==> src/clkreg_pkg.sv <==
// Constants, field layouts and carrier types for the clock output and status register bank
// Notes on behaviour
// - Integer output powerdown bit: set powers down, reset 0
// - Aux output powerdown bit: set powers down, reset 0
// - Fractional power bit low powers down whole channel
// - Single format bit: 0 LVDS, 1 LVPECL
// - Aux format: 00 LVDS, 01 LVPECL, 1x LVCMOS
// - Aux LVCMOS pins driven complementary, 180 degrees apart
// - Enabled latched event pulls interrupt output low
// - Latched bit reads 0 after event; write 1 clears
// - Selection status bit shows chosen input, 0 or 1
package clkreg_pkg;
   // Register port widths
   localparam int ADDR_W = 8;
   localparam int DATA_W = 8;
   // Number of integer-divider outputs and of latched events
   localparam int NUM_INT_OUT = 10;
   localparam int NUM_EVENTS = 6;
   // Integer output register addresses, bank A, B, C then D
   localparam logic [ADDR_W-1:0] ADDR_INT_OUT [NUM_INT_OUT] = '{
      8'h28, 8'h29, 8'h2a, 8'h30, 8'h31, 8'h32, 8'h38, 8'h39, 8'h40, 8'h41};
   // Remaining register addresses
   localparam logic [ADDR_W-1:0] ADDR_FRAC_OUT = 8'h48;
   localparam logic [ADDR_W-1:0] ADDR_AUX_OUT = 8'h4b;
   localparam logic [ADDR_W-1:0] ADDR_IRQ_ENABLE = 8'h4c;
   localparam logic [ADDR_W-1:0] ADDR_LATCHED = 8'h50;
   localparam logic [ADDR_W-1:0] ADDR_MOMENTARY = 8'h51;
   localparam logic [ADDR_W-1:0] ADDR_OSC_SELECT = 8'h53;
   // Field positions inside the output registers
   localparam int BIT_POWER = 7;
   localparam int BIT_STYLE = 4;
   localparam int AUX_STYLE_LO = 4;
   localparam int AUX_STYLE_HI = 5;
   localparam int AMP_LO = 2;
   localparam int AMP_HI = 3;
   // Field positions inside the status registers
   localparam int BIT_SELECTED = 6;
   localparam int BIT_OSC_SELECT = 2;
   // Event bit order in the enable and latched registers
   localparam int EV_INPUT0 = 0;
   localparam int EV_INPUT1 = 1;
   localparam int EV_HOLDOVER = 2;
   localparam int EV_REFERENCE = 3;
   localparam int EV_OSC_PLL = 4;
   localparam int EV_SYNTH = 5;
   // Codes and reset values
   localparam logic [1:0] AMP_500MV = 2'h1;
   localparam logic [1:0] AMP_350MV = 2'h0;
   localparam logic STYLE_LVDS = 1'h0;
   localparam logic [1:0] AUX_STYLE_LVDS = 2'h0;
   localparam logic [1:0] AUX_STYLE_LVPECL = 2'h1;
   localparam logic [1:0] AUX_STYLE_LVCMOS = 2'h2;
   localparam logic PD_POWERED = 1'h0;
   localparam logic FRAC_POWER_OFF = 1'h0;
   localparam logic [DATA_W-1:0] IRQ_ENABLE_RESET = 8'h00;
   localparam logic [DATA_W-1:0] ZERO_BYTE = 8'h00;

   // Register access request from the serial configuration port
   typedef struct packed {
      logic write;
      logic read;
      logic [ADDR_W-1:0] addr;
      logic [DATA_W-1:0] wdata;
   } reg_req_s;
   // Integer output control
   typedef struct packed {
      logic powerdown;
      logic lvpecl;
      logic [1:0] amplitude;
   } int_out_s;
   // Fractional output control
   typedef struct packed {
      logic power_on;
      logic channel_powerdown;
      logic lvpecl;
      logic [1:0] amplitude;
   } frac_out_s;
   // Auxiliary output control
   typedef struct packed {
      logic powerdown;
      logic [1:0] style;
      logic [1:0] amplitude;
      logic cmos_antiphase;
   } aux_out_s;
   // Momentary status from the detectors and the selection machine
   typedef struct packed {
      logic selected_input_status;
      logic oscillator_select_now;
      logic [NUM_EVENTS-1:0] event_now;
   } status_in_s;
endpackage : clkreg_pkg

==> src/clock_output_and_status_regs.sv <==
// Output control and status register bank of the dual-PLL clock synthesizer
`timescale 1ns/1ps
module clock_output_and_status_regs (
   input wire logic clk_sys,
   input wire logic resetn,
   input wire clkreg_pkg::reg_req_s reg_req,
   input wire clkreg_pkg::status_in_s status_in,
   output logic [clkreg_pkg::DATA_W-1:0] reg_rdata_r,
   output logic reg_rvalid_r,
   output clkreg_pkg::int_out_s [clkreg_pkg::NUM_INT_OUT-1:0] integer_clock_output_r,
   output clkreg_pkg::frac_out_s fractional_clock_output_r,
   output clkreg_pkg::aux_out_s aux_clock_output_r,
   output logic irq_out_n_r
);
   import clkreg_pkg::*;

   // Reset synchroniser stages
   logic rst_meta_r;
   logic rst_n;
   // Interrupt enables, low six bits used
   logic [NUM_EVENTS-1:0] irq_enable_r;
   // Sticky event flags and their gated requests
   logic [NUM_EVENTS-1:0] event_seen;
   logic [NUM_EVENTS-1:0] irq_request;
   // Address decode results
   logic [NUM_INT_OUT-1:0] hit_int;
   logic [DATA_W-1:0] int_rd [NUM_INT_OUT];
   logic [DATA_W-1:0] int_rd_any;
   logic [DATA_W-1:0] rdata_nxt;

   // Release reset through two flip-flops
   always_ff @(posedge clk_sys or negedge resetn) begin
      if (!resetn) begin
         rst_meta_r <= 1'b0;
         rst_n <= 1'b0;
      end else begin
         rst_meta_r <= 1'b1;
         rst_n <= rst_meta_r;
      end
   end

   // Single-register decodes
   wire hit_frac = (reg_req.addr == ADDR_FRAC_OUT);
   wire hit_aux = (reg_req.addr == ADDR_AUX_OUT);
   wire hit_ien = (reg_req.addr == ADDR_IRQ_ENABLE);
   wire hit_latched = (reg_req.addr == ADDR_LATCHED);
   wire hit_moment = (reg_req.addr == ADDR_MOMENTARY);
   wire hit_osc = (reg_req.addr == ADDR_OSC_SELECT);
   // Write strobes
   wire we_frac = reg_req.write & hit_frac;
   wire we_aux = reg_req.write & hit_aux;
   wire we_ien = reg_req.write & hit_ien;
   wire we_latched = reg_req.write & hit_latched;
   // Latched register clears on ones written, reserved bits ignored
   wire [NUM_EVENTS-1:0] clear_mask = we_latched ? reg_req.wdata[NUM_EVENTS-1:0] : '0;
   // Aux format field of a write, and its LVCMOS decode
   wire [1:0] aux_style_w = reg_req.wdata[AUX_STYLE_HI:AUX_STYLE_LO];
   wire aux_cmos_w = aux_style_w[1];

   // Per-output decode, write and readback
   genvar gi;
   generate
      for (gi = 0; gi < NUM_INT_OUT; gi++) begin : g_int
         assign hit_int[gi] = (reg_req.addr == ADDR_INT_OUT[gi]);
         // Readback image with reserved bits at zero
         assign int_rd[gi] = hit_int[gi] ?
            {integer_clock_output_r[gi].powerdown, 2'h0, integer_clock_output_r[gi].lvpecl,
             integer_clock_output_r[gi].amplitude, 2'h0} : ZERO_BYTE;
         // Power, format and swing of one integer output
         always_ff @(posedge clk_sys or negedge rst_n) begin
            if (!rst_n) begin
               integer_clock_output_r[gi].powerdown <= PD_POWERED;
               integer_clock_output_r[gi].lvpecl <= STYLE_LVDS;
               integer_clock_output_r[gi].amplitude <= AMP_500MV;
            end else if (reg_req.write && hit_int[gi]) begin
               integer_clock_output_r[gi].powerdown <= reg_req.wdata[BIT_POWER];
               integer_clock_output_r[gi].lvpecl <= reg_req.wdata[BIT_STYLE];
               integer_clock_output_r[gi].amplitude <= reg_req.wdata[AMP_HI:AMP_LO];
            end
         end
      end
      // Event latches, one per status event
      for (gi = 0; gi < NUM_EVENTS; gi++) begin : g_ev
         status_latch_cell u_cell (
            .clk_sys(clk_sys),
            .rst_n(rst_n),
            .healthy_now(status_in.event_now[gi]),
            .clear(clear_mask[gi]),
            .irq_enable(irq_enable_r[gi]),
            .event_seen_r(event_seen[gi]),
            .irq_request(irq_request[gi])
         );
      end
   endgenerate

   // Merge the integer readbacks, only one can be selected
   always_comb begin
      int_rd_any = ZERO_BYTE;
      for (int i = 0; i < NUM_INT_OUT; i++) begin
         int_rd_any = int_rd_any | int_rd[i];
      end
   end

   // Fractional output: power bit is active low and gates the whole channel
   always_ff @(posedge clk_sys or negedge rst_n) begin
      if (!rst_n) begin
         fractional_clock_output_r.power_on <= FRAC_POWER_OFF;
         fractional_clock_output_r.channel_powerdown <= ~FRAC_POWER_OFF;
         fractional_clock_output_r.lvpecl <= STYLE_LVDS;
         fractional_clock_output_r.amplitude <= AMP_500MV;
      end else if (we_frac) begin
         fractional_clock_output_r.power_on <= reg_req.wdata[BIT_POWER];
         fractional_clock_output_r.channel_powerdown <= ~reg_req.wdata[BIT_POWER];
         fractional_clock_output_r.lvpecl <= reg_req.wdata[BIT_STYLE];
         fractional_clock_output_r.amplitude <= reg_req.wdata[AMP_HI:AMP_LO];
      end
   end

   // Auxiliary output: two-bit format, LVCMOS pair runs in antiphase
   always_ff @(posedge clk_sys or negedge rst_n) begin
      if (!rst_n) begin
         aux_clock_output_r.powerdown <= PD_POWERED;
         aux_clock_output_r.style <= AUX_STYLE_LVCMOS;
         aux_clock_output_r.amplitude <= AMP_350MV;
         aux_clock_output_r.cmos_antiphase <= 1'b1;
      end else if (we_aux) begin
         aux_clock_output_r.powerdown <= reg_req.wdata[BIT_POWER];
         aux_clock_output_r.style <= aux_style_w;
         aux_clock_output_r.amplitude <= reg_req.wdata[AMP_HI:AMP_LO];
         aux_clock_output_r.cmos_antiphase <= aux_cmos_w;
      end
   end

   // Interrupt enables, reserved bits dropped
   always_ff @(posedge clk_sys or negedge rst_n) begin
      if (!rst_n) begin
         irq_enable_r <= IRQ_ENABLE_RESET[NUM_EVENTS-1:0];
      end else if (we_ien) begin
         irq_enable_r <= reg_req.wdata[NUM_EVENTS-1:0];
      end
   end

   // Read data selection, unmapped addresses read zero
   always_comb begin
      if (hit_frac) begin
         rdata_nxt = {fractional_clock_output_r.power_on, 2'h0, fractional_clock_output_r.lvpecl,
                      fractional_clock_output_r.amplitude, 2'h0};
      end else if (hit_aux) begin
         rdata_nxt = {aux_clock_output_r.powerdown, 1'h0, aux_clock_output_r.style,
                      aux_clock_output_r.amplitude, 2'h0};
      end else if (hit_ien) begin
         rdata_nxt = {2'h0, irq_enable_r};
      end else if (hit_latched) begin
         rdata_nxt = {2'h0, ~event_seen};
      end else if (hit_moment) begin
         rdata_nxt = {1'h0, status_in.selected_input_status, status_in.event_now};
      end else if (hit_osc) begin
         rdata_nxt = {5'h0, status_in.oscillator_select_now, 2'h0};
      end else begin
         rdata_nxt = int_rd_any;
      end
   end

   // Read port: data lands one cycle after the read strobe and holds
   always_ff @(posedge clk_sys or negedge rst_n) begin
      if (!rst_n) begin
         reg_rdata_r <= ZERO_BYTE;
         reg_rvalid_r <= 1'b0;
      end else begin
         reg_rvalid_r <= reg_req.read;
         if (reg_req.read) begin
            reg_rdata_r <= rdata_nxt;
         end
      end
   end

   // Active-low interrupt from any enabled latched event
   always_ff @(posedge clk_sys or negedge rst_n) begin
      if (!rst_n) begin
         irq_out_n_r <= 1'b1;
      end else begin
         irq_out_n_r <= ~(|irq_request);
      end
   end

   // Checks
   a_irq_low_cause: assert property (@(posedge clk_sys) disable iff (!rst_n)
      ##1 (irq_out_n_r == !$past(|(event_seen & irq_enable_r))))
      else $error("interrupt output does not follow enabled latched events");
   a_irq_masked_quiet: assert property (@(posedge clk_sys) disable iff (!rst_n)
      (irq_enable_r == '0) ##1 (irq_enable_r == '0) |-> irq_out_n_r)
      else $error("interrupt asserted with all enables off");
   a_latched_read_view: assert property (@(posedge clk_sys) disable iff (!rst_n)
      (reg_req.read && hit_latched) |=> (reg_rdata_r[NUM_EVENTS-1:0] == ~$past(event_seen)))
      else $error("latched status readback wrong");
   a_select_readback: assert property (@(posedge clk_sys) disable iff (!rst_n)
      (reg_req.read && hit_moment) |=>
      (reg_rdata_r[BIT_SELECTED] == $past(status_in.selected_input_status)))
      else $error("selected input status readback wrong");
   a_reserved_zero: assert property (@(posedge clk_sys) disable iff (!rst_n)
      (reg_req.read && (hit_osc || hit_latched || hit_ien)) |=>
      (reg_rdata_r[7:6] == 2'h0) && (!$past(hit_osc) || (reg_rdata_r[1:0] == 2'h0)))
      else $error("reserved status bit read nonzero");
   a_int_pd_write: assert property (@(posedge clk_sys) disable iff (!rst_n)
      (reg_req.write && hit_int[0]) |=>
      (integer_clock_output_r[0].powerdown == $past(reg_req.wdata[BIT_POWER])) &&
      (integer_clock_output_r[0].amplitude == $past(reg_req.wdata[AMP_HI:AMP_LO])))
      else $error("integer output control not stored");
   a_frac_channel_pd: assert property (@(posedge clk_sys) disable iff (!rst_n)
      fractional_clock_output_r.channel_powerdown == !fractional_clock_output_r.power_on)
      else $error("fractional channel power disagrees with power bit");
   a_aux_cmos_mode: assert property (@(posedge clk_sys) disable iff (!rst_n)
      aux_clock_output_r.cmos_antiphase == aux_clock_output_r.style[1])
      else $error("aux antiphase flag disagrees with format");
   a_aux_pd_write: assert property (@(posedge clk_sys) disable iff (!rst_n)
      we_aux |=> (aux_clock_output_r.powerdown == $past(reg_req.wdata[BIT_POWER])))
      else $error("aux powerdown not stored");
   c_irq_raised: cover property (@(posedge clk_sys) disable iff (!rst_n)
      irq_out_n_r ##1 !irq_out_n_r);
   c_latched_cleared: cover property (@(posedge clk_sys) disable iff (!rst_n)
      (we_latched && (event_seen != '0)) ##1 (event_seen == '0));
   c_aux_to_lvds: cover property (@(posedge clk_sys) disable iff (!rst_n)
      we_aux && (aux_style_w == AUX_STYLE_LVDS));
   c_frac_powered: cover property (@(posedge clk_sys) disable iff (!rst_n)
      we_frac && reg_req.wdata[BIT_POWER]);
endmodule : clock_output_and_status_regs

==> src/status_latch_cell.sv <==
// One sticky event latch with clear and interrupt request
`timescale 1ns/1ps
module status_latch_cell (
   input wire logic clk_sys,
   input wire logic rst_n,
   input wire logic healthy_now,
   input wire logic clear,
   input wire logic irq_enable,
   output logic event_seen_r,
   output logic irq_request
);
   // Fault is present while the momentary bit reads 0
   wire fault_now = ~healthy_now;
   // Set wins over a clear written in the same cycle
   wire event_seen_nxt = fault_now | (event_seen_r & ~clear);

   // Sticky flag
   always_ff @(posedge clk_sys or negedge rst_n) begin
      if (!rst_n) begin
         event_seen_r <= 1'b0;
      end else begin
         event_seen_r <= event_seen_nxt;
      end
   end

   // Request toward the interrupt output, gated by its enable
   assign irq_request = event_seen_r & irq_enable;

   a_set_wins_clear: assert property (@(posedge clk_sys) disable iff (!rst_n)
      (fault_now && clear) |=> event_seen_r)
      else $error("event lost against a simultaneous clear");
   a_clear_drops_flag: assert property (@(posedge clk_sys) disable iff (!rst_n)
      (clear && healthy_now) |=> !event_seen_r)
      else $error("latched flag survived a clear");
endmodule : status_latch_cell

==> config.mk <==
export PLATFORM = sky130hd
export DESIGN_NAME = clock_output_and_status_regs
export DESIGN_NICKNAME = d
export VERILOG_FILES = /design/src/clkreg_pkg.sv /design/src/clock_output_and_status_regs.sv /design/src/status_latch_cell.sv
export SDC_FILE = /design/constraint.sdc
export NUM_CORES = 1
export LEC_CHECK = 0
export ABC_AREA = 1
export CAP_MARGIN = 5
export CORE_ASPECT_RATIO = 0.8
export CORE_MARGIN = 2
export CORE_UTILIZATION = 48
export DETAILED_ROUTE_END_ITERATION = 10
export DONT_BUFFER_PORTS = 1
export SETUP_SLACK_MARGIN = 0.1
export SLEW_MARGIN = 30
export SYNTH_ARGS = -nofsm -noshare
export SYNTH_HDL_FRONTEND = slang
export SYNTH_SLANG_ARGS = --single-unit
==> constraint.sdc <==
create_clock -name clk_sys -period 6.5 [get_ports clk_sys]
set_input_delay 0.65 -clock clk_sys [delete_from_list [all_inputs] [get_ports clk_sys]]
set_output_delay 0.65 -clock clk_sys [all_outputs]
set_load 0.03 [all_outputs]
# After elaboration in Yosys (flattened, before gate mapping)
# Index checks and enable logic that the tools add are counted.
# word_totals
wordCells	140
reg_bits	75
in_bits	28
# op_classes
bitwise_logic	46
mux	17
eq_ne	16
reduce_logical	11
# op_table
op	n
8-bit 2-to-1 mux	16
8-bit bitwise OR	9
8-bit by 6-bit equality test with 1-bit output (second input constant)	8
8-bit by 7-bit equality test with 1-bit output (second input constant)	8
1-bit AND	16
1-bit NOT	14
1-bit logical AND	10
6-bit 2-to-1 mux	1
6-bit NOT	1
1-bit bitwise OR	6
6-bit OR reduction	1

# Logic depth before layout (Yosys ltp)
# Gate-level depths: netlist (run 1).
# logic_depth
word_depth	17
mapped_depth	13
mapped_depth_nobuf	13

# Hierarchy
# Synthesis (run 1) repeated with hierarchy kept, for this count alone.
# unflattened
cells_unflattened	456
area_unflattened_um2	3613.5
# modules_own_cells
module	n_inst	area_each_um2	cells_per_inst
clock_output_and_status_regs	1	3350.7	420
status_latch_cell	6	43.8	6

# Worst setup path before layout (run 1)
# OpenSTA, ideal clock, no wires.
# synth_path
path_type	input to register
start	input reg_req[10] (netlist name)
end	register fractional_clock_output_r[4] (netlist name)
required_time_ns	6.381
path_stages	11
setup_time_ns	0.119
setup_slack_ns	4.805
t_arrival_ns	1.576
path_cell_list	inv_1 > nand2_2 > nor2_8 > inv_4 > nor2_8 > inv_4 > nor2_8 > inv_4 > nor2_2 > inv_2 > o21a_1
# synth_via
elab_chain_len	2
# synth_lines
item	line_no	source
from (decl)	clock_output_and_status_regs.sv:6	input wire clkreg_pkg::reg_req_s reg_req,
8-bit by 7-bit equality test with 1-bit output	clock_output_and_status_regs.sv:43	wire hit_frac = (reg_req.addr == ADDR_FRAC_OUT);
1-bit AND	clock_output_and_status_regs.sv:50	wire we_frac = reg_req.write & hit_frac;
to (decl)	clock_output_and_status_regs.sv:11	output clkreg_pkg::frac_out_s fractional_clock_output_r,
# Every way passes these cells.
# A chain may end at the register's enable or synchronous reset.

# Final worst setup path (run 1)
# layout_path
start	input reg_req[14] (netlist name)
end	register reg_rdata_r[2] (netlist name)
# layout_via
elab_chain_len	17
elab_cells_between_ends	41
cone_classes	eq/ne (16); mux (16); bitwise (9)
# layout_lines
item	line_no	source
8-bit by 6-bit equality test with 1-bit output	clock_output_and_status_regs.sv:64	assign hit_int[gi] = (reg_req.addr == ADDR_INT_OUT[gi]);
8-bit 2-to-1 mux	clock_output_and_status_regs.sv:66	assign int_rd[gi] = hit_int[gi] ?
8-bit bitwise OR (9 in a row)	clock_output_and_status_regs.sv:100	int_rd_any = int_rd_any | int_rd[i];
8-bit 2-to-1 mux	clock_output_and_status_regs.sv:157	end else if (hit_osc) begin
8-bit 2-to-1 mux	clock_output_and_status_regs.sv:155	end else if (hit_moment) begin
8-bit 2-to-1 mux	clock_output_and_status_regs.sv:153	end else if (hit_latched) begin
8-bit 2-to-1 mux	clock_output_and_status_regs.sv:151	end else if (hit_ien) begin
8-bit 2-to-1 mux	clock_output_and_status_regs.sv:148	end else if (hit_aux) begin
8-bit 2-to-1 mux *	clock_output_and_status_regs.sv:145	if (hit_frac) begin
to (signal assigned)	clock_output_and_status_regs.sv:172	reg_rdata_r <= rdata_nxt;
to (decl)	clock_output_and_status_regs.sv:8	output logic [clkreg_pkg::DATA_W-1:0] reg_rdata_r,
# Mark *: on every way between the ends. The rest lies on a longest branch, timed or not.

==> flow_metrics.env, run 1 <==
export IMPL_wirelength_met1_um=4591
export IMPL_yosysSeqAreaShare_pct=52.37
export IMPL_min_period_over_period_pct=28.03
export IMPL_setup_worst_path_start_class="input pin"
export IMPL_route_met2_wl_um=4102
export IMPL_post_route_cells_drive_above_1_share_pct=14.35
export IMPL_finalSetupViolations=0
export IMPL_synth_largest_area_cell="sky130_fd_sc_hd__dfrtp_1"
export IMPL_route_detailed_drc=0
export IMPL_die_width_um=100.4
export IMPL_worst_slew_margin_rel_pct=56.87
export IMPL_gp_congestion=0.9420
export IMPL_synth_warnings=0
export IMPL_die_area_mm2=0.008147
export IMPL_drtIter0Drc=214
export IMPL_worst_setup_hold_path_clk_slew_ns=0.07
export IMPL_fin_skew_ns=0.006740
export IMPL_grt_util_overall_pct=24.79
export IMPL_fin_tns_setup_ns=0
export IMPL_rsz0062_at_grt="no"
export IMPL_syn_to_final_growth_pct=9.394
export IMPL_power_density_mw_per_mm2=267.6
export IMPL_clock_sinks=74
export IMPL_cp_end_kind="flip-flop"
export IMPL_final_max_slew_violation_count=0
export IMPL_crit_chain="inv_1 > nand2_1 > nor2_2 > inv_2 > nor2_2 > nand2_1 > o21ai_1 > nor2_1 > nand3_1 > nand2_1 > nand2_1 > nand2_1 > nand2_1"
export IMPL_grt_remaining_overflow=0
export IMPL_cp_arrival_ns=2.11
export IMPL_grt_pass1_vias=2754
export IMPL_cellLeakagePower_nw=1.809
export IMPL_vdd_ir_drop_worst_uv=154.8
export IMPL_crit_path_max_fanout=14
export IMPL_timing_critical_path_mode_cell="sky130_fd_sc_hd__nand2_1"
export IMPL_outcome="finished, final reports clean"
export IMPL_cts_root_buffer_cell="sky130_fd_sc_hd__clkbuf_8"
export IMPL_timing_critical_path_required_ns=6.79
export IMPL_worst_hold_class="in2reg"
export IMPL_post_synth_instance_area_mm2=0.003570
export IMPL_largest_net_degree_at_the_start_of_global_routing=73
export IMPL_synth_nets=463
export IMPL_multi_input_comb_area_mm2=0.001475
export IMPL_tritoncts="yes"
export IMPL_cp_slowest_cell="sky130_fd_sc_hd__nor2_2"
export IMPL_worstSetupPathType="in2reg"
export IMPL_ys_ff_latch=74
export IMPL_routed_wirelength_um=9657
export IMPL_cts_buffers=9
export IMPL_detailed_place_hpwl_um=6976
export IMPL_synthesis_area_per_instance_um2=8.206
export IMPL_fmaxAchievable_ghz=0.5488
export IMPL_maximum_capacitance_violations=0
export IMPL_drt_first_pass_iters=5
export IMPL_synthesis_instances=435
export IMPL_design_final_nets=469
export IMPL_route_met3_wl_um=796
export IMPL_antenna_cells=0
export IMPL_wire_length_of_the_first_global_routing_pass_um=14990
export IMPL_initial_utilization_pct=48.99
export IMPL_cts_path_max_buffers=2
export IMPL_die_height_um=81.13
export IMPL_htreeDepth=3
export IMPL_tightest_slew_ns=0.6469
export IMPL_yosys_top_cells_area="sky130_fd_sc_hd__dfrtp_1, sky130_fd_sc_hd__nand2_1, sky130_fd_sc_hd__dfstp_2"
export IMPL_detail_route_wl_per_cell_um=18.02
export IMPL_row_count=28
export IMPL_seq_area_mm2=0.001871
export IMPL_core_area_mm2=0.007287
export IMPL_finalHoldWorstSlack_ns=0.3257
export IMPL_timing_critical_path_slowest_cell_delay_ns=0.44
export IMPL_via_per_inst=5.500
export IMPL_synth_cell_type_count=33
export IMPL_clkLatencyLatePin_ns=0.35
export IMPL_layout_filler_cells=700
export IMPL_routed_via_count=2948
export IMPL_final_report_hold_violation_count=0
export IMPL_top_layer_used="met4"
export IMPL_final_antenna_net_count=0
export IMPL_grt_antenna_before_repair=0
export IMPL_ios=89
export IMPL_buffer_ports_inserted=0
export IMPL_netlist_area_leader_share_pct=42.06
export IMPL_layout_min_cycle_time_ns=1.822
==> worst max-delay path: cells and delay by family <==
| kind | cells | cell delay, ns |
|---|---|---|
| simple gates | 10 | 1.19 |
| compound gates | 1 | 0.09 |
| buf+inv | 2 | 0.19 |
==> area by class of cell <==
class / count / area share, %
Sequential cell: 74 / 47.90
Multi-Input combinational cell: 305 / 37.78
Inverter: 49 / 4.902
Clock buffer: 11 / 3.364
Tap cell: 90 / 2.884
Clock inverter: 5 / 2.627
Timing Repair Buffer: 2 / 0.5447
==> state kept, by name, indices dropped and copies added (netlist names) <==
name                       count
rst_n                          1
integer_clock_output_r        40
irq_out_n_r                    1
irq_enable_r                   6
reg_rvalid_r                   1
reg_rdata_r                    8
aux_clock_output_r             5
fractional_clock_output_r      5
rst_meta_r                     1
g_ev.u_cell.event_seen_r       6
==> metrics by stage <==
step / instance area, µm² / cells / worst slack, ns / total power (W) / utilization (%)
final: 3905 / 536 / 4.678 / 0.001045 / 53.59
after global routing: 3905 / 536 / 4.565 / 0.001082 / 53.59
after CTS: 3901 / 536 / 4.713 / 0.001051 / 53.54
after detailed placement: 3657 / 519 / 4.358 / 0.0006259 / 50.19
after global placement: 3657 / 519 / 4.368 / 0.0006241 / 50.19
after floorplan: 3570 / 435 / 4.311 / 0.0006056 / -
==> final timing paths <==
check / start / endpoint / slack, ns / cells past startpoint
max: reg_req[14] / reg_rdata_r[2] / 4.68 / 13
min: reg_req[16] / reg_rvalid_r / 0.33 / 0
max reg2reg: integer_clock_output_r[25] / reg_rdata_r[3] / 5.09 / 8
min reg2reg: rst_meta_r / rst_n / 0.35 / 0
max in group asynchronous: rst_n / integer_clock_output_r[5] / 5.68 / 1
min in group asynchronous: rst_n / integer_clock_output_r[31] / 0.37 / 1
==> logic make-up after synthesis <==
kind of cell    Yosys count  synth area share, %
simple gates            218                27.73
compound gates           86                13.49
flops                    74                52.37
buf+inv                  56                6.309
other cells               1               0.1051
==> power breakdown <==
| group | switching [W] | leakage, nW | total [W] | internal, W |
|---|---|---|---|---|
| Sequential | 0.0000682 | 0.911 | 0.000558 | 0.000490 |
| Combinational | 0.0000413 | 0.785 | 0.0000591 | 0.0000178 |
| Clock | 0.000173 | 0.114 | 0.000428 | 0.000255 |
| Total | 0.000282 | 1.81 | 0.00104 | 0.000763 |
==> timing repair <==
action                                 CTS  global route
buffers inserted                         0             0
hold buffers                             1             0
endpoints found under the hold margin    2             0
resized for setup                        0             0
==> synthesized netlist by cell type <==
master                      instances
sky130_fd_sc_hd__clkinv_1           1
sky130_fd_sc_hd__nand3_1           28
sky130_fd_sc_hd__buf_4              1
sky130_fd_sc_hd__nor2_4             3
sky130_fd_sc_hd__a31oi_1            1
sky130_fd_sc_hd__inv_4              3
sky130_fd_sc_hd__o2111ai_1          1
sky130_fd_sc_hd__nand2_2            3
sky130_fd_sc_hd__clkbuf_1           3
sky130_fd_sc_hd__a211oi_1           2
sky130_fd_sc_hd__dfrtp_1           60
sky130_fd_sc_hd__nand2_1          135
sky130_fd_sc_hd__nor2_8             3
sky130_fd_sc_hd__nor3_1             5
sky130_fd_sc_hd__inv_2             10
sky130_fd_sc_hd__a221oi_1           1
sky130_fd_sc_hd__o21a_1            12
sky130_fd_sc_hd__nor3_2             1
sky130_fd_sc_hd__o22ai_1            2
sky130_fd_sc_hd__nand4_2            1
sky130_fd_sc_hd__nor2_2            10
sky130_fd_sc_hd__buf_2              3
sky130_fd_sc_hd__o21ai_1           16
sky130_fd_sc_hd__o211ai_1           1
sky130_fd_sc_hd__nor2_1            25
sky130_fd_sc_hd__o21ai_0           46
sky130_fd_sc_hd__nand4_1            3
sky130_fd_sc_hd__o31ai_1            1
sky130_fd_sc_hd__conb_1             1
sky130_fd_sc_hd__inv_1             35
sky130_fd_sc_hd__nand3b_1           1
sky130_fd_sc_hd__a21oi_1            3
sky130_fd_sc_hd__dfstp_2           14
==> per-layer routing <==
| metal | up-vias | track usage, % |
|---|---|---|
| li1 | 1422 | - |
| met1 | 1402 | 35.41 |
| met2 | 112 | 35.57 |
| met3 | 12 | 7.917 |
| met4 | 0 | 8.493 |
| met5 | - | 0 |
==> cells in the final DEF, fill, tap and decap left out <==
master and n:
sky130_fd_sc_hd__clkbuf_8 9, sky130_fd_sc_hd__dfrtp_1 59, sky130_fd_sc_hd__o22ai_1 2, sky130_fd_sc_hd__dfrtp_2 1, sky130_fd_sc_hd__dlygate4sd3_1 1, sky130_fd_sc_hd__bufinv_16 3
sky130_fd_sc_hd__clkinv_1 1, sky130_fd_sc_hd__nor3_1 5, sky130_fd_sc_hd__clkinvlp_4 1, sky130_fd_sc_hd__inv_1 35, sky130_fd_sc_hd__clkbuf_1 2, sky130_fd_sc_hd__nand3_1 28
sky130_fd_sc_hd__nor2_1 25, sky130_fd_sc_hd__dfstp_2 14, sky130_fd_sc_hd__nor3_2 1, sky130_fd_sc_hd__nand4_1 3, sky130_fd_sc_hd__nand3b_1 1, sky130_fd_sc_hd__nand2_1 135
sky130_fd_sc_hd__nor2_8 3, sky130_fd_sc_hd__o21ai_0 46, sky130_fd_sc_hd__buf_6 1, sky130_fd_sc_hd__a31oi_1 1, sky130_fd_sc_hd__inv_2 10, sky130_fd_sc_hd__o211ai_1 1
sky130_fd_sc_hd__nor2_2 10, sky130_fd_sc_hd__clkinv_2 1, sky130_fd_sc_hd__o21a_1 12, sky130_fd_sc_hd__nor2_4 3, sky130_fd_sc_hd__o31ai_1 1, sky130_fd_sc_hd__a211oi_1 2
sky130_fd_sc_hd__conb_1 1, sky130_fd_sc_hd__nand4_2 1, sky130_fd_sc_hd__o21ai_1 16, sky130_fd_sc_hd__inv_4 3, sky130_fd_sc_hd__a221oi_1 1, sky130_fd_sc_hd__nand2_2 3
sky130_fd_sc_hd__a21oi_1 3, sky130_fd_sc_hd__o2111ai_1 1
Power figures use the tool's default switching activity.
==> run 2: changes to the inputs <==
clock period = 1.73 ns   (was 6.5 ns; I/O delays follow)
==> run 2 against run 1 <==
First-iteration DRC count up 9.8%. Die area unchanged. Flip-flop and latch count unchanged. Clock power rose to 3.0 times the previous value. Cell area up 4.7%. Non-clock buffer count up 25. Largest power group unchanged. Largest cell class unchanged. Setup slack worse by 4.3 ns. Cell count up 4.7%. Worst hold slack worse by 0.28 ns. Sequential power rose to 3.7 times the previous value. Combinational power rose to 5.2 times the previous value. Sequential share of layout area down 2.2 points.
==> flow_metrics.env, run 2 (synthesis results as in run 1) <==
export IMPL_fmaxAchievable_ghz=0.7154
export IMPL_layout_min_cycle_time_ns=1.398
export IMPL_grt_util_overall_pct=25.58
export IMPL_die_height_um=81.13
export IMPL_clkLatencyLatePin_ns=0.35
export IMPL_die_area_mm2=0.008147
export IMPL_final_common_cell="sky130_fd_sc_hd__nand2_1"
export IMPL_clock_sinks=74
export IMPL_placed_cell_area_mm2=0.003752
export IMPL_final_max_slew_violation_count=0
export IMPL_grt_remaining_overflow=0
export IMPL_cp_end_kind="flip-flop"
export IMPL_postCtsHoldBufs=15
export IMPL_worst_hold_class="in2async"
export IMPL_setup_worst_path_start_class="flip-flop"
export IMPL_post_route_cells_drive_above_1_share_pct=15.92
export IMPL_largest_net_degree_at_the_start_of_global_routing=73
export IMPL_power_density_mw_per_mm2=898.0
export IMPL_core_area_mm2=0.007287
export IMPL_cts_post_setup_buffers_inserted=0
export IMPL_crit_path_max_fanout=3
export IMPL_routed_wirelength_um=9764
export IMPL_final_report_hold_violation_count=0
export IMPL_worst_slack_setup_final_ns=0.3322
export IMPL_row_count=28
export IMPL_grt_antenna_before_repair=0
export IMPL_dp_slack_ns=0.2682
export IMPL_layout_filler_cells=685
export IMPL_ios=89
export IMPL_wire_length_of_the_first_global_routing_pass_um=15370
export IMPL_maximum_capacitance_violations=0
export IMPL_tritoncts="yes"
export IMPL_die_width_um=100.4
export IMPL_initial_utilization_pct=48.99
export IMPL_tightest_slew_ns=0.6081
export IMPL_cts_buffers=9
export IMPL_via_per_inst=5.357
export IMPL_cts_root_buffer_cell="sky130_fd_sc_hd__clkbuf_8"
export IMPL_buffer_ports_inserted=0
export IMPL_layout_top_registers="integer_clock_output_r (40), reg_rdata_r (8)"
export IMPL_cts_path_max_buffers=2
export IMPL_top_register="integer_clock_output_r"
export IMPL_grt_pass1_vias=2856
export IMPL_worstSetupPathType="reg2reg"
export IMPL_drt_first_pass_iters=5
export IMPL_worst_slew_margin_rel_pct=59.42
export IMPL_syn_to_final_growth_pct=14.58
export IMPL_route_detailed_drc=0
export IMPL_routed_via_count=3005
export IMPL_design_final_nets=494
export IMPL_fin_tns_setup_ns=0
export IMPL_rsz0062_at_grt="no"
export IMPL_antenna_cells=0
export IMPL_cp_arrival_ns=1.63
export IMPL_detail_route_wl_per_cell_um=17.40
export IMPL_timing_critical_path_required_ns=1.97
export IMPL_fin_skew_ns=0.01312
export IMPL_finalSetupViolations=0
export IMPL_drtIter0Drc=235
export IMPL_design_area_mm2=0.004090
export IMPL_gp_congestion=0.9237
export IMPL_post_route_util_pct=56.13
export IMPL_htreeDepth=3
export IMPL_detailed_place_hpwl_um=7017
export IMPL_post_cts_resize_count=0
export IMPL_final_antenna_net_count=0
export IMPL_largest_register_ffs=40
export IMPL_outcome="finished, final reports clean"
export IMPL_min_period_over_period_pct=80.80
export IMPL_cellLeakagePower_nw=1.906
export IMPL_worst_setup_hold_path_clk_slew_ns=0.08
export IMPL_vdd_ir_drop_worst_uv=466.5
export IMPL_mostFrequentLayoutCells="sky130_fd_sc_hd__nand2_1, sky130_fd_sc_hd__dfrtp_1, sky130_fd_sc_hd__o21ai_0, sky130_fd_sc_hd__inv_1, sky130_fd_sc_hd__nand3_1"
## run 2: cell count changes in the layout (fill, tap and decap cells not counted), sizes merged
| cell | delta |
|---|---|
| dlygate4sd3 | +14 |
| bufinv | -2 |
| clkinv | +2 |
| buf | +11 |
## run 2: layout make-up
class | instances | area, µm² | share of cell area [%]
clock buffers | 11 | 131.4 | 3.212
clock inverters | 5 | 56.30 | 1.377
inverters | 49 | 191.4 | 4.680
multi-input cells | 305 | 1475 | 36.07
flip-flops and latches | 74 | 1871 | 45.73
well taps | 90 | 112.6 | 2.753
repair buffers | 27 | 252.7 | 6.179
## run 2: through the flow
| stage | hold WS [ns] | instances | power (W) |
|---|---|---|---|
| after floorplan | -0.1226 | 435 | 0.002276 |
| after global placement | -0.1226 | 530 | 0.002370 |
| after detailed placement | -0.1226 | 530 | 0.002377 |
| after CTS | 0.03604 | 561 | 0.003701 |
| after global routing | 0.03553 | 561 | 0.003821 |
| final | 0.04330 | 561 | 0.003673 |
## run 2: power by group
part / switching (W) / leakage [nW] / internal, W
combinational: 0.000202 / 0.902 / 0.000107
clock: 0.000633 / 0.0933 / 0.000665
sequential: 0.000225 / 0.911 / 0.00184
total: 0.00106 / 1.91 / 0.00261
## run 2: final timing paths
path | start | to | slack, ns | cells past startpoint
min reg2reg | rst_n | integer_clock_output_r[25] | 0.30 | 1
min in group clk_sys | reg_req[16] | reg_rdata_r[3] | 0.05 | 4
max in group asynchronous | rst_n | integer_clock_output_r[8] | 1.10 | 1
max | integer_clock_output_r[26] | reg_rdata_r[4] | 0.33 | 8
max reg2reg | integer_clock_output_r[26] | reg_rdata_r[4] | 0.33 | 8
min | resetn | rst_meta_r | 0.04 | 1
## run 2: worst max-delay path: stages (launching register included)
cell and delay, ns:
sky130_fd_sc_hd__dfrtp_1 0.52, sky130_fd_sc_hd__nand3_1 0.15, sky130_fd_sc_hd__nand2_1 0.08, sky130_fd_sc_hd__nor2_1 0.14
sky130_fd_sc_hd__nand4_1 0.09, sky130_fd_sc_hd__nand2_1 0.09, sky130_fd_sc_hd__nand3_1 0.09, sky130_fd_sc_hd__nand2_1 0.07
sky130_fd_sc_hd__nand2_1 0.05
## run 2: per-layer routing
metal | track usage (%) | up-vias | part of all wire, %
met3 | 7.917 | 12 | 8.6
met5 | 0 | - | 0
li1 | - | 1471 | -
met1 | 36.71 | 1415 | 47
met2 | 37.85 | 107 | 43
met4 | 6.575 | 0 | 1.3
==> run 3: changes to the inputs <==
PLACE_DENSITY = 0.65   (was not set)
clock period = 1.2 ns   (was 1.73 ns; I/O delays follow)
==> run 3 against run 2 <==
The run now ends with negative setup slack left. Cell area is 20% higher. Clock power is 41% higher. Core utilization is 11 points higher. Power is 50% higher. Clock skew is 0.0049 ns lower. Die area stayed put. Via count is 14% higher. Cell count is 14% higher. Wire length is 12% higher. Setup slack worse by 0.36 ns.
==> flow_metrics.env, run 3 (synthesis results as in run 1) <==
export IMPL_fin_cells=637
export IMPL_htreeDepth=3
export IMPL_die_height_um=81.13
export IMPL_cp_arrival_ns=1.47
export IMPL_clkLatencyLatePin_ns=0.35
export IMPL_min_delay_worst_endpoint="aux_clock_output_r[4]"
export IMPL_buffer_ports_inserted=0
export IMPL_via_per_inst=5.356
export IMPL_design_area_mm2=0.004911
export IMPL_tritoncts="yes"
export IMPL_worst_setup_hold_path_clk_slew_ns=0.08
export IMPL_finalSetupViolations=1
export IMPL_timing_critical_path_required_ns=1.44
export IMPL_final_report_hold_violation_count=0
export IMPL_cts_path_max_buffers=2
export IMPL_maximum_capacitance_violations=0
export IMPL_worstSetupPathType="reg2reg"
export IMPL_outcome="finished, violations left"
export IMPL_worst_hold_class="in2reg"
export IMPL_r2r_slack_ns=-0.03
export IMPL_vdd_ir_drop_worst_uv=570.6
export IMPL_final_antenna_net_count=0
export IMPL_gp_congestion=0.9350
export IMPL_worst_slack_setup_final_ns=-0.03119
export IMPL_largest_net_degree_at_the_start_of_global_routing=73
export IMPL_core_area_mm2=0.007287
export IMPL_dp_slack_ns=-0.1474
export IMPL_initial_utilization_pct=48.99
export IMPL_final_common_cell="sky130_fd_sc_hd__nand2_1"
export IMPL_top_register="integer_clock_output_r"
export IMPL_die_area_mm2=0.008147
export IMPL_largest_register_ffs=40
export IMPL_routed_wirelength_um=10910
export IMPL_violations="negative setup slack"
export IMPL_fin_skew_ns=0.008225
export IMPL_crit_path_max_fanout=2
export IMPL_grt_util_overall_pct=27.76
export IMPL_route_detailed_drc=0
export IMPL_detailed_place_hpwl_um=7691
export IMPL_place_inst=599
export IMPL_worstReg2RegStart="integer_clock_output_r[26]"
export IMPL_grt_pass1_vias=3281
export IMPL_setup_worst_path_start_class="flip-flop"
export IMPL_detail_route_wl_per_cell_um=17.12
export IMPL_post_route_cells_drive_above_1_share_pct=34.92
export IMPL_antenna_cells=0
export IMPL_hp_start="reg_req[17]"
export IMPL_grt_remaining_overflow=0
export IMPL_routed_via_count=3412
export IMPL_worst_r2r_endpoint="reg_rdata_r[4]"
export IMPL_number_of_cells_traversed_by_the_worst_hold_path=2
export IMPL_ios=89
export IMPL_drt_first_pass_iters=4
export IMPL_layout_min_cycle_time_ns=1.231
export IMPL_placed_cell_area_mm2=0.004320
export IMPL_min_period_over_period_pct=102.6
export IMPL_fin_tns_setup_ns=-0.03119
export IMPL_layout_top_registers="integer_clock_output_r (40), reg_rdata_r (8)"
export IMPL_ff2ff_path_depth=8
export IMPL_cp_end_kind="flip-flop"
export IMPL_clock_sinks=74
export IMPL_rsz0062_at_grt="yes"
export IMPL_design_final_nets=570
export IMPL_row_count=28
export IMPL_mostFrequentLayoutCells="sky130_fd_sc_hd__nand2_1, sky130_fd_sc_hd__buf_4, sky130_fd_sc_hd__o21ai_0, sky130_fd_sc_hd__dfrtp_1, sky130_fd_sc_hd__inv_1"
export IMPL_final_max_slew_violation_count=0
export IMPL_grt_antenna_before_repair=0
export IMPL_drtIter0Drc=212
export IMPL_p_total_w=0.005527
export IMPL_syn_to_final_growth_pct=37.57
export IMPL_cts_buffers=9
export IMPL_die_width_um=100.4
export IMPL_wire_length_of_the_first_global_routing_pass_um=16810
export IMPL_fmaxAchievable_ghz=0.8122
export IMPL_cts_root_buffer_cell="sky130_fd_sc_hd__clkbuf_8"
export IMPL_cellLeakagePower_nw=2.343
export IMPL_power_density_mw_per_mm2=1125
==> run 3: cell count changes in the layout (fill, tap and decap cells not counted), sizes merged <==
cell         delta
clkinvlp        +2
clkbuf          -1
bufinv          -1
buf            +75
clkinv          -2
inv             +2
dlygate4sd3     +1
==> run 3: what timing repair did <==
item | in CTS | in global routing
resized for setup | 22 | 27
hold buffers | 16 | 0
pin swaps | 10 | 12
hold endpoints to repair | 28 | 0
buffers inserted | 1 | 5
setup endpoints to repair | 18 | 26
==> run 3: layout make-up <==
class | count | area, µm²
repair buffers | 103 | 939.7
clock inverters | 6 | 48.80
well taps | 90 | 112.6
flip-flops and latches | 74 | 1889
multi-input cells | 305 | 1592
clock buffers | 10 | 137.6
inverters | 49 | 191.4
fillers | 608 | 2376
==> run 3: worst max-delay path by stage <==
stage	cells past startpoint	from	slack, ns	to
2_1_floorplan	8	integer_clock_output_r[37]	0.07	reg_rdata_r[3]
3_3_place_gp	11	reg_req[10]	-0.11	reg_rdata_r[4]
3_5_place_dp	11	reg_req[10]	-0.15	reg_rdata_r[4]
4_1_cts	1	aux_clock_output_r[4]	0.01	aux_clock_output_r[0]
5_1_grt	8	integer_clock_output_r[0]	-0.10	reg_rdata_r[2]
6_report	8	integer_clock_output_r[26]	-0.03	reg_rdata_r[4]
==> run 3: per-layer routing <==
metal  track usage (%)  vias to the layer above  share of wire, %  wire (µm)
met1             37.66                     1658                44       4807
met3             7.831                       24               6.7        732
met5                 0                        -                 0          0
li1                  -                     1627                 -          -
met2             42.28                      103                46       5047
met4             11.23                        0               2.9        320
==> run 3: where the power goes <==
| group | switching, W | internal, W |
|---|---|---|
| Sequential | 0.000128 | 0.00266 |
| Clock | 0.00101 | 0.000824 |
| Combinational | 0.000561 | 0.000343 |
| Total | 0.00170 | 0.00383 |
==> run 3: per-stage QoR <==
stage | hold WS, ns | util (%)
3_3_place_gp | -0.1756 | 59.29
3_5_place_dp | -0.1756 | 59.29
4_1_cts | 0.005399 | 65.42
2_1_floorplan | -0.1756 | -
5_1_grt | 0.01799 | 67.39
6_report | 0.01509 | 67.39
==> run 3: critical path, cell delays in order (launching register included) <==
cell and delay [ns]:
sky130_fd_sc_hd__dfrtp_2 0.44, sky130_fd_sc_hd__nand3_2 0.09, sky130_fd_sc_hd__nand2_2 0.08, sky130_fd_sc_hd__nor2_2 0.12, sky130_fd_sc_hd__nand4_1 0.10, sky130_fd_sc_hd__nand2_1 0.10, sky130_fd_sc_hd__nand3_2 0.08, sky130_fd_sc_hd__nand2_1 0.06
sky130_fd_sc_hd__nand2_1 0.05
